File: src/vpic_pkg.sv
// Package: register map, field positions and constants of the interrupt controller
package vpic_pkg;

  // ****************************************************************
  // Sizes
  // ****************************************************************
  localparam int NUM_REQ      = 72;   // Implemented request numbers 0..71
  localparam int NUM_SLOT     = 80;   // Five banks of sixteen flag slots
  localparam int NUM_BANK     = 5;
  localparam int NUM_PRIO_REG = 18;
  localparam int NUM_EXT      = 5;
  localparam int NUM_TRAP     = 6;    // Status bits 1..6 of control one

  // ****************************************************************
  // Register addresses (word index on the plain port)
  // ****************************************************************
  localparam logic [5:0] ADDR_CTRL_ONE  = 6'h00;
  localparam logic [5:0] ADDR_CTRL_TWO  = 6'h01;
  localparam logic [5:0] ADDR_FLAG_BASE = 6'h02;
  localparam logic [5:0] ADDR_EN_BASE   = 6'h07;
  localparam logic [5:0] ADDR_PRIO_BASE = 6'h0c;
  localparam logic [5:0] ADDR_PEND_VEC  = 6'h1e;
  localparam logic [5:0] ADDR_STATUS    = 6'h1f;
  localparam logic [5:0] ADDR_CORE_CTRL = 6'h20;

  // ****************************************************************
  // Field positions
  // ****************************************************************
  localparam int POS_NEST_DIS  = 15;
  localparam int POS_ALT_SEL   = 15;
  localparam int POS_LEVEL_LO  = 5;
  localparam int POS_LEVEL_TOP = 3;
  localparam int POS_PEND_LVL  = 8;

  // ****************************************************************
  // Vector map
  // ****************************************************************
  localparam logic [6:0]  VEC_OFFSET    = 7'h08;
  localparam logic [23:0] PRI_TRAP_BASE = 24'h000004;
  localparam logic [23:0] PRI_TRAP_LAST = 24'h000012;
  localparam logic [23:0] PRI_USER_BASE = 24'h000014;
  localparam logic [23:0] ALT_USER_BASE = 24'h000114;
  localparam logic [23:0] ALT_OFFSET    = 24'h000100;
  localparam logic [23:0] ALT_TABLE_END = 24'h0001fe;
  localparam logic [23:0] CODE_START    = 24'h000200;

  // ****************************************************************
  // Reset values
  // ****************************************************************
  localparam logic [15:0] RST_WORD  = 16'h0000;
  localparam logic [2:0]  RST_PRIO  = 3'h0;
  localparam logic [2:0]  RST_LEVEL = 3'h0;

  // Trap request priority: oscillator, address, stack, math, dma
  typedef enum logic [2:0] {
    VPIC_TRAP_NONE = 3'b000,
    VPIC_TRAP_OSC  = 3'b001,
    VPIC_TRAP_ADDR = 3'b010,
    VPIC_TRAP_STK  = 3'b011,
    VPIC_TRAP_MATH = 3'b100,
    VPIC_TRAP_DMA  = 3'b101
  } vpic_trap_t;

endpackage : vpic_pkg

File: src/vpic_ctrl.sv
// Module: vectored priority interrupt and trap controller
// Summary of operation
// - Request n is vector n plus 8
// - Eight trap vectors at 0x04 through 0x12
// - Alternate table is primary plus 0x100
// - Requests above 71 never assert
// - Bits allocated in ascending request order
// - Thirty-three controller registers provided
// - Flags set by source, cleared by zero
// - Disabled source never requests the CPU
// - Three-bit priority per user source
// - Pending vector and level latched
// - Three writable level bits at 7:5
// - Top level bit read-only to software
// - Top bit set blocks all user interrupts
// - Level code 111 blocks user interrupts
// - Nesting disable freezes level bit writes
// - Control one: nesting disable, trap flags
// - Control two: edge selects, table select
// - Equal priority: lower request number wins
// - Alternate select redirects every vector
// - Edge select one means falling edge
//
// Decided for this implementation: the strobed register port and the register offsets.
`timescale 1ns/10ps
`default_nettype none

module vpic_ctrl
  import vpic_pkg::*;
(
  input  wire logic               core_clk,
  input  wire logic               srst,
  input  wire logic               clkEn,
  input  wire logic [5:0]         regAddr,
  input  wire logic [15:0]        regWdata,
  input  wire logic               regWr,
  input  wire logic               regRd,
  output logic      [15:0]        regRdata,
  input  wire logic [NUM_REQ-1:0] srcEvent,
  input  wire logic [NUM_EXT-1:0] extPin,
  input  wire logic [NUM_TRAP-1:0] trapEvent,
  input  wire logic               levelTopSet,
  input  wire logic               levelTopClr,
  output logic                    irqReq,
  output logic      [6:0]         irqVector,
  output logic      [3:0]         irqLevel,
  output logic      [23:0]        vectorAddr,
  output logic                    trapReq,
  output logic      [23:0]        trapAddr
);

  // ****************************************************************
  // Storage
  // ****************************************************************
  logic [NUM_SLOT-1:0] flagBits;
  logic [NUM_SLOT-1:0] enBits;
  logic [2:0]          prioField [NUM_SLOT];
  logic [15:0]         ctrlOne;
  logic [15:0]         ctrlTwo;
  logic [2:0]          cpuLevelLo;
  logic                levelTop;
  logic [6:0]          pendVec;
  logic [3:0]          pendLvl;
  logic [15:0]         rdData;
  logic [NUM_EXT-1:0]  extS1, extS2, extS3;
  logic [NUM_EXT-1:0]  extLevel;

  // Valid slots: implemented and not reserved
  localparam logic [NUM_SLOT-1:0] SLOT_VALID = {
    8'h00, 8'hf6, 8'h21, 8'hff, 8'hdf, 8'hff, 8'hff, 8'hfb,
    8'h7f, 8'hff};

  // ****************************************************************
  // Decode
  // ****************************************************************
  wire logic       ce      = clkEn;
  wire logic [5:0] flagIdx = regAddr - ADDR_FLAG_BASE;
  wire logic [5:0] enIdx   = regAddr - ADDR_EN_BASE;
  wire logic [5:0] prioIdx = regAddr - ADDR_PRIO_BASE;
  wire logic hitFlag = regAddr >= ADDR_FLAG_BASE && regAddr < ADDR_EN_BASE;
  wire logic hitEn   = regAddr >= ADDR_EN_BASE && regAddr < ADDR_PRIO_BASE;
  wire logic hitPrio = regAddr >= ADDR_PRIO_BASE && regAddr < ADDR_PEND_VEC;
  wire logic wrOne   = regWr && regAddr == ADDR_CTRL_ONE;
  wire logic wrTwo   = regWr && regAddr == ADDR_CTRL_TWO;
  wire logic wrStat  = regWr && regAddr == ADDR_STATUS;
  wire logic nestDis = ctrlOne[POS_NEST_DIS];
  wire logic altSel  = ctrlTwo[POS_ALT_SEL];
  wire logic [3:0] cpuLevel = {levelTop, cpuLevelLo};

  // ****************************************************************
  // External pin synchronisers and edge detection
  // ****************************************************************
  // Second and third stages agree: the pin has settled
  wire logic [NUM_EXT-1:0] extAgree = ~(extS2 ^ extS3);

  // Three-stage synchroniser plus the last settled pin level
  always_ff @(posedge core_clk) begin
    if (srst) begin
      extS1    <= '0;
      extS2    <= '0;
      extS3    <= '0;
      extLevel <= '0;
    end else if (ce) begin
      extS1    <= extPin;
      extS2    <= extS1;
      extS3    <= extS2;
      extLevel <= (extS3 & extAgree) | (extLevel & ~extAgree);
    end
  end

  // Falling edge when polarity bit set, rising otherwise; a glitch
  // that never settles in both stages is not counted
  wire logic [NUM_EXT-1:0] extEdge = extAgree & (
    (ctrlTwo[NUM_EXT-1:0] & extLevel & ~extS3) |
    (~ctrlTwo[NUM_EXT-1:0] & ~extLevel & extS3));

  // External request slot numbers
  localparam int EXT_SLOT [NUM_EXT] = '{0, 20, 29, 53, 54};

  // ****************************************************************
  // Per-slot flags, enables and priorities
  // ****************************************************************
  logic [NUM_SLOT-1:0] setEv;
  logic [NUM_SLOT-1:0] qual;
  genvar gi;
  generate
    for (gi = 0; gi < NUM_SLOT; gi++) begin : g_slot
      localparam int BK = gi / 16;
      localparam int BT = gi % 16;
      localparam int PR = gi / 4;
      localparam int PB = (gi % 4) * 4;
      logic extHit;
      always_comb begin
        extHit = 1'b0;
        for (int e = 0; e < NUM_EXT; e++)
          if (EXT_SLOT[e] == gi) extHit = extEdge[e];
      end
      if (gi < NUM_REQ) begin : g_src
        assign setEv[gi] = SLOT_VALID[gi] && (srcEvent[gi] || extHit);
      end else begin : g_none
        assign setEv[gi] = 1'b0;
      end
      // Set wins over a software write of zero
      always_ff @(posedge core_clk) begin
        if (srst) begin
          flagBits[gi]  <= 1'b0;
          enBits[gi]    <= 1'b0;
          prioField[gi] <= RST_PRIO;
        end else if (ce) begin
          if (setEv[gi])
            flagBits[gi] <= 1'b1;
          else if (regWr && hitFlag && flagIdx == 6'(BK))
            flagBits[gi] <= regWdata[BT] & SLOT_VALID[gi];
          if (regWr && hitEn && enIdx == 6'(BK))
            enBits[gi] <= regWdata[BT] & SLOT_VALID[gi];
          if (regWr && hitPrio && prioIdx == 6'(PR))
            prioField[gi] <= regWdata[PB +: 3];
        end
      end
      // Eligible: flagged, enabled, above CPU level
      assign qual[gi] = flagBits[gi] && enBits[gi] &&
                        {1'b0, prioField[gi]} > cpuLevel;
    end
  endgenerate

  // ****************************************************************
  // Arbitration: highest priority, lowest number on tie
  // ****************************************************************
  logic [6:0] winIdx;
  logic [2:0] winPrio;
  logic       winAny;
  always_comb begin
    winIdx  = 7'h00;
    winPrio = 3'h0;
    winAny  = 1'b0;
    for (int i = NUM_SLOT - 1; i >= 0; i--) begin
      if (qual[i] && (!winAny || prioField[i] >= winPrio)) begin
        winIdx  = 7'(i);
        winPrio = prioField[i];
        winAny  = 1'b1;
      end
    end
  end

  // Trap priority by natural order
  vpic_trap_t trapSel;
  always_comb begin
    trapSel = VPIC_TRAP_NONE;
    if (ctrlOne[5])      trapSel = VPIC_TRAP_DMA;
    if (ctrlOne[4])      trapSel = VPIC_TRAP_MATH;
    if (ctrlOne[6])      trapSel = VPIC_TRAP_MATH;
    if (ctrlOne[2])      trapSel = VPIC_TRAP_STK;
    if (ctrlOne[3])      trapSel = VPIC_TRAP_ADDR;
    if (ctrlOne[1])      trapSel = VPIC_TRAP_OSC;
  end

  // ****************************************************************
  // Control, status and pending registers
  // ****************************************************************
  // Trap status bits set by hardware, write to clear or set
  wire logic [15:0] trapSetMask = {9'h000, trapEvent, 1'b0};
  wire logic [15:0] oneWrMask   = 16'h807e;
  wire logic [15:0] twoWrMask   = 16'h801f;

  always_ff @(posedge core_clk) begin
    if (srst) begin
      ctrlOne    <= RST_WORD;
      ctrlTwo    <= RST_WORD;
      cpuLevelLo <= RST_LEVEL;
      levelTop   <= 1'b0;
      pendVec    <= 7'h00;
      pendLvl    <= 4'h0;
    end else if (ce) begin
      if (wrOne)
        ctrlOne <= (regWdata & oneWrMask) | trapSetMask;
      else
        ctrlOne <= ctrlOne | trapSetMask;
      if (wrTwo)
        ctrlTwo <= regWdata & twoWrMask;
      if (wrStat && !nestDis)
        cpuLevelLo <= regWdata[POS_LEVEL_LO +: 3];
      // Top bit driven only by core trap entry and exit
      if (levelTopSet)
        levelTop <= 1'b1;
      else if (levelTopClr)
        levelTop <= 1'b0;
      if (winAny) begin
        pendVec <= winIdx + VEC_OFFSET;
        pendLvl <= {1'b0, winPrio};
      end else begin
        pendVec <= 7'h00;
        pendLvl <= 4'h0;
      end
    end
  end

  // ****************************************************************
  // Vector address generation
  // ****************************************************************
  wire logic [23:0] userAddr = PRI_USER_BASE + 24'({winIdx, 1'b0});
  wire logic [23:0] trapPri  = PRI_TRAP_BASE +
                               24'({trapSel, 1'b0});
  wire logic [23:0] altAdd   = altSel ? ALT_OFFSET : 24'h000000;

  always_comb begin
    irqReq     = winAny;
    irqVector  = pendVec;
    irqLevel   = pendLvl;
    vectorAddr = userAddr + altAdd;
    trapReq    = trapSel != VPIC_TRAP_NONE;
    trapAddr   = trapReq ? trapPri + altAdd : 24'h000000;
  end

  // ****************************************************************
  // Read mux, one cycle later
  // ****************************************************************
  logic [15:0] rdMux;
  always_comb begin
    rdMux = 16'h0000;
    if (regAddr == ADDR_CTRL_ONE)  rdMux = ctrlOne;
    if (regAddr == ADDR_CTRL_TWO)  rdMux = ctrlTwo;
    if (hitFlag)
      rdMux = 16'(flagBits >> {flagIdx[2:0], 4'h0});
    if (hitEn)
      rdMux = 16'(enBits >> {enIdx[2:0], 4'h0});
    if (hitPrio)
      for (int k = 0; k < 4; k++)
        if (prioIdx * 4 + k < NUM_SLOT)
          rdMux[k*4 +: 3] = prioField[7'(prioIdx * 4 + k)];
    if (regAddr == ADDR_PEND_VEC)
      rdMux = {4'h0, pendLvl, 1'b0, pendVec};
    if (regAddr == ADDR_STATUS)
      rdMux[POS_LEVEL_LO +: 3] = cpuLevelLo;
    if (regAddr == ADDR_CORE_CTRL)
      rdMux[POS_LEVEL_TOP] = levelTop;
  end

  always_ff @(posedge core_clk) begin
    if (srst)
      rdData <= RST_WORD;
    else if (ce && regRd)
      rdData <= rdMux;
  end
  assign regRdata = rdData;
endmodule : vpic_ctrl

`default_nettype wire

File: config.mk
export PLATFORM = sky130hd
export DESIGN_NAME = vpic_ctrl
export DESIGN_NICKNAME = d
export VERILOG_FILES = /design/src/vpic_pkg.sv /design/src/vpic_ctrl.sv
export SDC_FILE = /design/constraint.sdc
export NUM_CORES = 1
export LEC_CHECK = 0
export CAP_MARGIN = 20
export CELL_PAD_IN_SITES_DETAIL_PLACEMENT = 0
export CELL_PAD_IN_SITES_GLOBAL_PLACEMENT = 1
export CORE_ASPECT_RATIO = 0.8
export CORE_MARGIN = 2
export CORE_UTILIZATION = 46
export DETAILED_ROUTE_END_ITERATION = 10
export DONT_BUFFER_PORTS = 1
export PLACE_DENSITY_LB_ADDON = 0.1
export SLEW_MARGIN = 20
export SYNTH_ARGS = -nofsm -noshare
export SYNTH_HDL_FRONTEND = slang
export SYNTH_SLANG_ARGS = --single-unit
File: constraint.sdc
create_clock -name core_clk -period 98.6 [get_ports core_clk]
set_input_delay 14.79 -clock core_clk [delete_from_list [all_inputs] [get_ports core_clk]]
set_output_delay 14.79 -clock core_clk [all_outputs]
set_load 0.1 [all_outputs]
# Yosys cells after proc, flatten, opt, wreduce, memory -nomap -nowiden
# Memory sizes are Yosys's and may differ from the RTL's.
# Index checks and enable logic that the tools add are counted.
# Widths: inputs -> output; s select.
[totals]
regBits = 195
ramBits = 240
input_bits = 112
n_memories = 1
[classes]
n_addsub = 11
order_cmp = 131
eq_ne = 31
n_shift = 2
mux = 495
bitwise_logic = 97
reduce_logical = 485
[mem_list]
columns = ["memory", "depth", "width", "read_ports", "rd_clocked_by_memory_dff", "write_ports", "line_no", "text"]
rows = [
  ["prioField", 80, 3, 65, 0, 80, "vpic_ctrl.sv:57", "logic [2:0] prioField [NUM_SLOT];"],
]
[ops]
columns = ["operator", "n"]
rows = [
  ["$mux 3", 157],
  ["$mux 7", 62],
  ["$mux 1", 268],
  ["$gt 3x4->1", 61],
  ["$logic_and 1x1->1", 223],
  ["$ge 3x3->1", 60],
  ["$shr 72x7->16", 2],
  ["$reduce_and 2->1", 69],
  ["$reduce_bool 2->1", 62],
  ["$lt 32x7->1 const B", 3],
  ["$mux 16", 6],
  ["$or 1x1->1", 80],
  ["$logic_or 1x1->1", 65],
  ["$logic_not 1->1", 61],
  ["$eq 6x4->1 const B", 8],
  ["$eq 6x2->1 const B", 6],
  ["$eq 6x3->1 const B", 6],
  ["$eq 6x5->1 const B", 6],
  ["$and 5x5->5", 7],
  ["$or 16x7->16", 2],
  ["$not 5->5", 5],
  ["$eq 6x1->1 const B", 4],
  ["$logic_not 6->1", 4],
  ["$add 8x2->9 const B", 2],
  ["22 further kinds", 23],
]

# Logic depth before layout (Yosys ltp)
# An unclocked memory read counts as a cell.
[logic_depth]
depth_word = 246
depth_mapped = 450
mapped_depth_nobuf = 441

# Least setup slack after synthesis
# Ideal clock, no wire load.
[synth_timing]
kind = "register to output"
start = "register cpuLevelLo[0]"
end = "output vectorAddr[6]"
t_arrival_ns = 83.186
required_time_ns = 83.810
path_slack_ns = 0.624
path_stages_with_launch = 422
n_path_buf = 9
cell_sequence = "dfxtp_1 ha_1 nand3_1 nand4b_1 nor3_1 ha_1 nand2b_1 a21o_1 a2111oi_4 or3_1 nand2_1 ha_1 nand2b_1 a21o_1 a21oi_1 a21o_1 nor2_1 or2_2 (+386 left out) ha_1 nand2b_1 a21oi_1 nor2b_1 o31ai_1 mux2_2 ha_1 nand2b_1 a21oi_1 nor2b_1 o31a_1 clkbuf_1 nand2b_1 o21bai_1 inv_1 ha_1 a21oi_1 xnor2_1"
[synth_via]
elab_chain_cells = 245
[synth_rtl]
columns = ["element", "line_no", "text"]
rows = [
  ["start: declaration", "vpic_ctrl.sv:60", "logic [2:0] cpuLevelLo;"],
  ["start signal: assignment", "vpic_ctrl.sv:221", "cpuLevelLo <= regWdata[POS_LEVEL_LO +: 3];"],
  ["$gt 3x4->1", "vpic_ctrl.sv:162", "{1'b0, prioField[gi]} > cpuLevel;"],
  ["$logic_and 1x1->1", "vpic_ctrl.sv:161", "assign qual[gi] = flagBits[gi] && enBits[gi] &&"],
  ["$mux 3 / $mux 1 (equally long branches)", "vpic_ctrl.sv:177", "if (qual[i] && (!winAny || prioField[i] >= winPrio)) begin"],
  ["$ge 3x3->1 / $logic_not 1->1 (equally long branches)", "vpic_ctrl.sv:177", ""],
  ["$logic_or 1x1->1", "vpic_ctrl.sv:177", ""],
  ["$logic_and 1x1->1", "vpic_ctrl.sv:177", ""],
  ["$mux 3 / $mux 1 (equally long branches)", "vpic_ctrl.sv:177", ""],
  ["$ge 3x3->1 / $logic_not 1->1 (equally long branches)", "vpic_ctrl.sv:177", ""],
  ["(+229 left out)", "n/a", ""],
  ["$logic_and 1x1->1", "vpic_ctrl.sv:177", ""],
  ["$mux 3 / $mux 1 (equally long branches)", "vpic_ctrl.sv:177", ""],
  ["$ge 3x3->1 / $logic_not 1->1 (equally long branches)", "vpic_ctrl.sv:177", ""],
  ["$logic_or 1x1->1", "vpic_ctrl.sv:177", ""],
  ["$logic_and 1x1->1", "vpic_ctrl.sv:177", ""],
  ["$mux 7 (*)", "vpic_ctrl.sv:177", ""],
  ["$add 5x8->9 (*)", "vpic_ctrl.sv:240", "wire logic [23:0] userAddr = PRI_USER_BASE + 24'({winIdx, 1'b0});"],
  ["$add 9x9->10 (*)", "vpic_ctrl.sv:249", "vectorAddr = userAddr + altAdd;"],
  ["end: declaration", "vpic_ctrl.sv:47", "output logic [23:0] vectorAddr,"],
]
# Every way passes the cells marked *; elsewhere a longest branch is shown, timed or not.

# Worst setup path after layout
[layout_timing]
start = "register cpuLevelLo[1]"
end = "output vectorAddr[7]"
# Same word-level chain as after synthesis.

==> impl_results.md <==
* Status: completed
* GRT Max-Usage Layer: met2
* Combinational Power Share at 12.4%
* First-pass GRT wire length at 196,000 um
* CP Class: flip-flop to primary output
* Max Freq at 10.5 MHz
* VDD IR max at 12.5 uV
* Starting density of the core at 46.4%
* ANT nets after route at 0
* Max_cap viols at 0
* Yosys warns at 0
* Initial antenna violation count at 10
* Dpl hpwl at 101,000 um
* CTS H-tree depth at 2
* Fraction of registers with async set/reset at 0%
* Post-CTS Hold Buffers at 0
* Core Util, Final at 53.2%
* Placer Congestion at 0.959
* Die H at 250 um
* Worst setup EP type: primary output
* Post-Route Skew at 0.0219 ns
* Die width at 312 um
* Post-Syn Area at 0.0349 mm^2
* DRC errors left at 0
* CP peak stage delay at 0.51 ns
* Clk root buf: clkbuf_16
* GRT Total Usage at 33.1%
* Clock tree buffer depth at 3
* Layout cells sized above 1 at 18.1%
* Routed vias/inst at 6.38
* Worst-Margin Slew at 1.22 ns
* Switching share of power at 27.7%
* Core Area at 0.0753 mm^2
* Final setup fails at 0
* Synth Instances at 3,902
* Met2 GRT Util at 50.1%
* Clk pwr share at 40.7%
* Synth top area share at 20.6%
* Most common cell after layout, fill and taps aside: nor2_1
* Vias at 32,200
* Largest net degree at the start of global routing at 201
* 1st-pass router iterations at 6
* Final hold violation count at 0
* Main synth FF type: edfxtp_1
* Synthesis-stage register bit count at 425
* Switch Pwr at 0.123 mW
* Post-synthesis cell type count at 115
* Largest area contributor in the netlist: edfxtp_1
* Number of global-route vias before repair at 30,000
* Cell Area, Placed at 0.0366 mm^2
* Pins over their slew limit at 0
* Average wire per standard cell at 26.7 um
* Post-Syn Area per Cell at 8.95 um^2
* Synth area leaders: edfxtp_1 (21%), ha_1 (12%), dfxtp_1 (11%)
* CP dominant cell by count: ha_1
* Met3 Usage GRT at 6.80%
* Die ar. at 0.0782 mm^2
* Post-Layout Cell Count at 5,052
* I/O pins at 189
* Row count at 90
* EDFF count, synth at 240
* Hold crit path type: flip-flop to flip-flop
* Sequential power share at 46.9%
* Clock Latency Late Sink at 0.60 ns
* CTS sink count at 425
* Leak pwr at 16.2 nW
* CTS Buf Count at 45
* Most frequent cells in the layout: nor2_1 (343), ha_1 (322), and2_1 (277)
* Crit path max fanout at 9
* WL final at 135,000 um
* Area delta synth->final at 14.8%
* CTS tree: yes
* Worst EP required at 83.81 ns
* Max_slew headroom at 18.1%
* Met1 Resource Use GR at 47.4%
* Reg clk slew, reported paths at 0.07 ns
* Crit path DAT at 80.12 ns
* Port buffer count at 0
* Post-layout min period at 94.91 ns
* Tcrit/Tclk final at 96.3%
* P_int at 0.322 mW
* Sequential-to-total area share from yosys stat at 31.2%
* Design area at 0.0401 mm^2
* DRT iter0 DRCs at 3,548
* Pwr dens at 11.1 mW/mm^2
* Layout net count at 4,445
* Crit path max-delay cell type: or4b_4
* CP startpoint kind: flip-flop
* Setup TNS after final layout at 0 ns
* DP Cell Count at 4,886
* Grt ovf at 0
routing by layer:
| metal | part of all wire (%) | up-vias |
|---|---|---|
| met4 | 3.5 | 10 |
| met5 | 0.047 | - |
| met2 | 44 | 1408 |
| met3 | 9.4 | 215 |
| li1 | - | 14700 |
| met1 | 43 | 15900 |
state kept, by name, indices dropped and copies added (netlist names), named ones only:
| signal | flops |
|---|---|
| extS2 | 5 |
| irqVector | 7 |
| regRdata | 16 |
| extS1 | 5 |
| enBits | 61 |
| irqLevel | 3 |
| flagBits | 61 |
| ctrlOne | 7 |
| levelTop | 1 |
| ctrlTwo | 6 |
| prioField | 240 |
| extS3 | 5 |
| cpuLevelLo | 3 |
cell families (layout without fill, tap and decap cells):
group | Yosys count | in the layout | share of synthesized area, %
xor gates and xnor gates | 12 | 12 | 0.301
and+or+nand+nor | 1492 | 1492 | 22.1
other | 1 | 39 | 0.0107
adders and majority gates | 334 | 334 | 11.9
muxes | 236 | 236 | 9.74
DFF | 425 | 425 | 31.2
AOI/OAI and AO/OA | 977 | 977 | 19.6
buffers and inverters | 425 | 525 | 5.00
cell type report:
type                    instances  area, um^2
diodes                          3        7.51
clock buffers                  60        1260
clock inverters                23         274
fillers                      6791       35200
inverters                     209         785
multi-input cells            3087       23800
flip-flops and latches        425       10900
well taps                    1012        1270
repair buffers                233        1830
power groups by stage:
stage                     logic, mW  clock network (mW)  registers (mW)
after floorplan              0.0453                   0           0.205
after detailed placement     0.0520                   0           0.212
after CTS                    0.0525               0.181           0.208
after global placement       0.0506                   0           0.211
final                        0.0551               0.181           0.209
after global routing         0.0594               0.188           0.209
stage by stage:
step | hold slack [ns] | power [mW] | setup WS [ns]
final | 0.490 | 0.445 | 3.69
after global routing | 0.518 | 0.456 | -0.713
after CTS | 0.487 | 0.442 | 0.0719
after detailed placement | 0.474 | 0.264 | -1.54
after global placement | 0.473 | 0.262 | -0.351
after floorplan | 0.444 | 0.250 | 0.624
critical path: cells and delay by family (launching register included):
family | cells | cell delay [ns]
compound gates | 186 | 33.38
fa+ha+maj | 63 | 16.98
buf+inv | 36 | 4.36
flops | 1 | 0.39
mux | 13 | 4.35
simple gates | 130 | 20.03
synth_stat cells, types with 22 or more instances:
library cell / number
dfxtp_1: 185
nor3_1: 149
nand3_1: 71
a21o_1: 74
a31oi_1: 41
o21a_1: 35
buf_4: 39
mux4_2: 80
o211ai_1: 25
nor2b_1: 51
o31ai_1: 22
nor2_1: 354
ha_1: 332
a21oi_1: 224
edfxtp_1: 240
and2_1: 283
and3_1: 64
inv_1: 207
nand2_1: 261
mux2i_1: 124
nor4_1: 39
o21ai_0: 182
nand2b_1: 98
a211oi_1: 63
a311oi_1: 22
clkbuf_1: 153
mux2_2: 32
repair_timing:
item / in CTS / in global routing
setup buffers: 9 / 68
resized for setup: 38 / 244
pin swaps: 7 / 129
endpoints found under the setup margin: 7 / 7
hold endpoints to repair: 0 / 0
cloned: 0 / 0
final timing paths:
check             slack [ns]                  startpoint  cells past startpoint                         to
hold reg to reg         0.49   flagBits[23]$_SDFFE_PP0P_                      2  flagBits[23]$_SDFFE_PP0P_
setup reg to reg       18.95  cpuLevelLo[1]$_SDFFE_PP0P_                    428  irqVector[5]$_SDFFE_PP0P_
hold / removal          0.49   flagBits[23]$_SDFFE_PP0P_                      2  flagBits[23]$_SDFFE_PP0P_
setup / recovery        3.69  cpuLevelLo[1]$_SDFFE_PP0P_                    428              vectorAddr[7]
No activity file was read; power rests on OpenSTA's default activity.
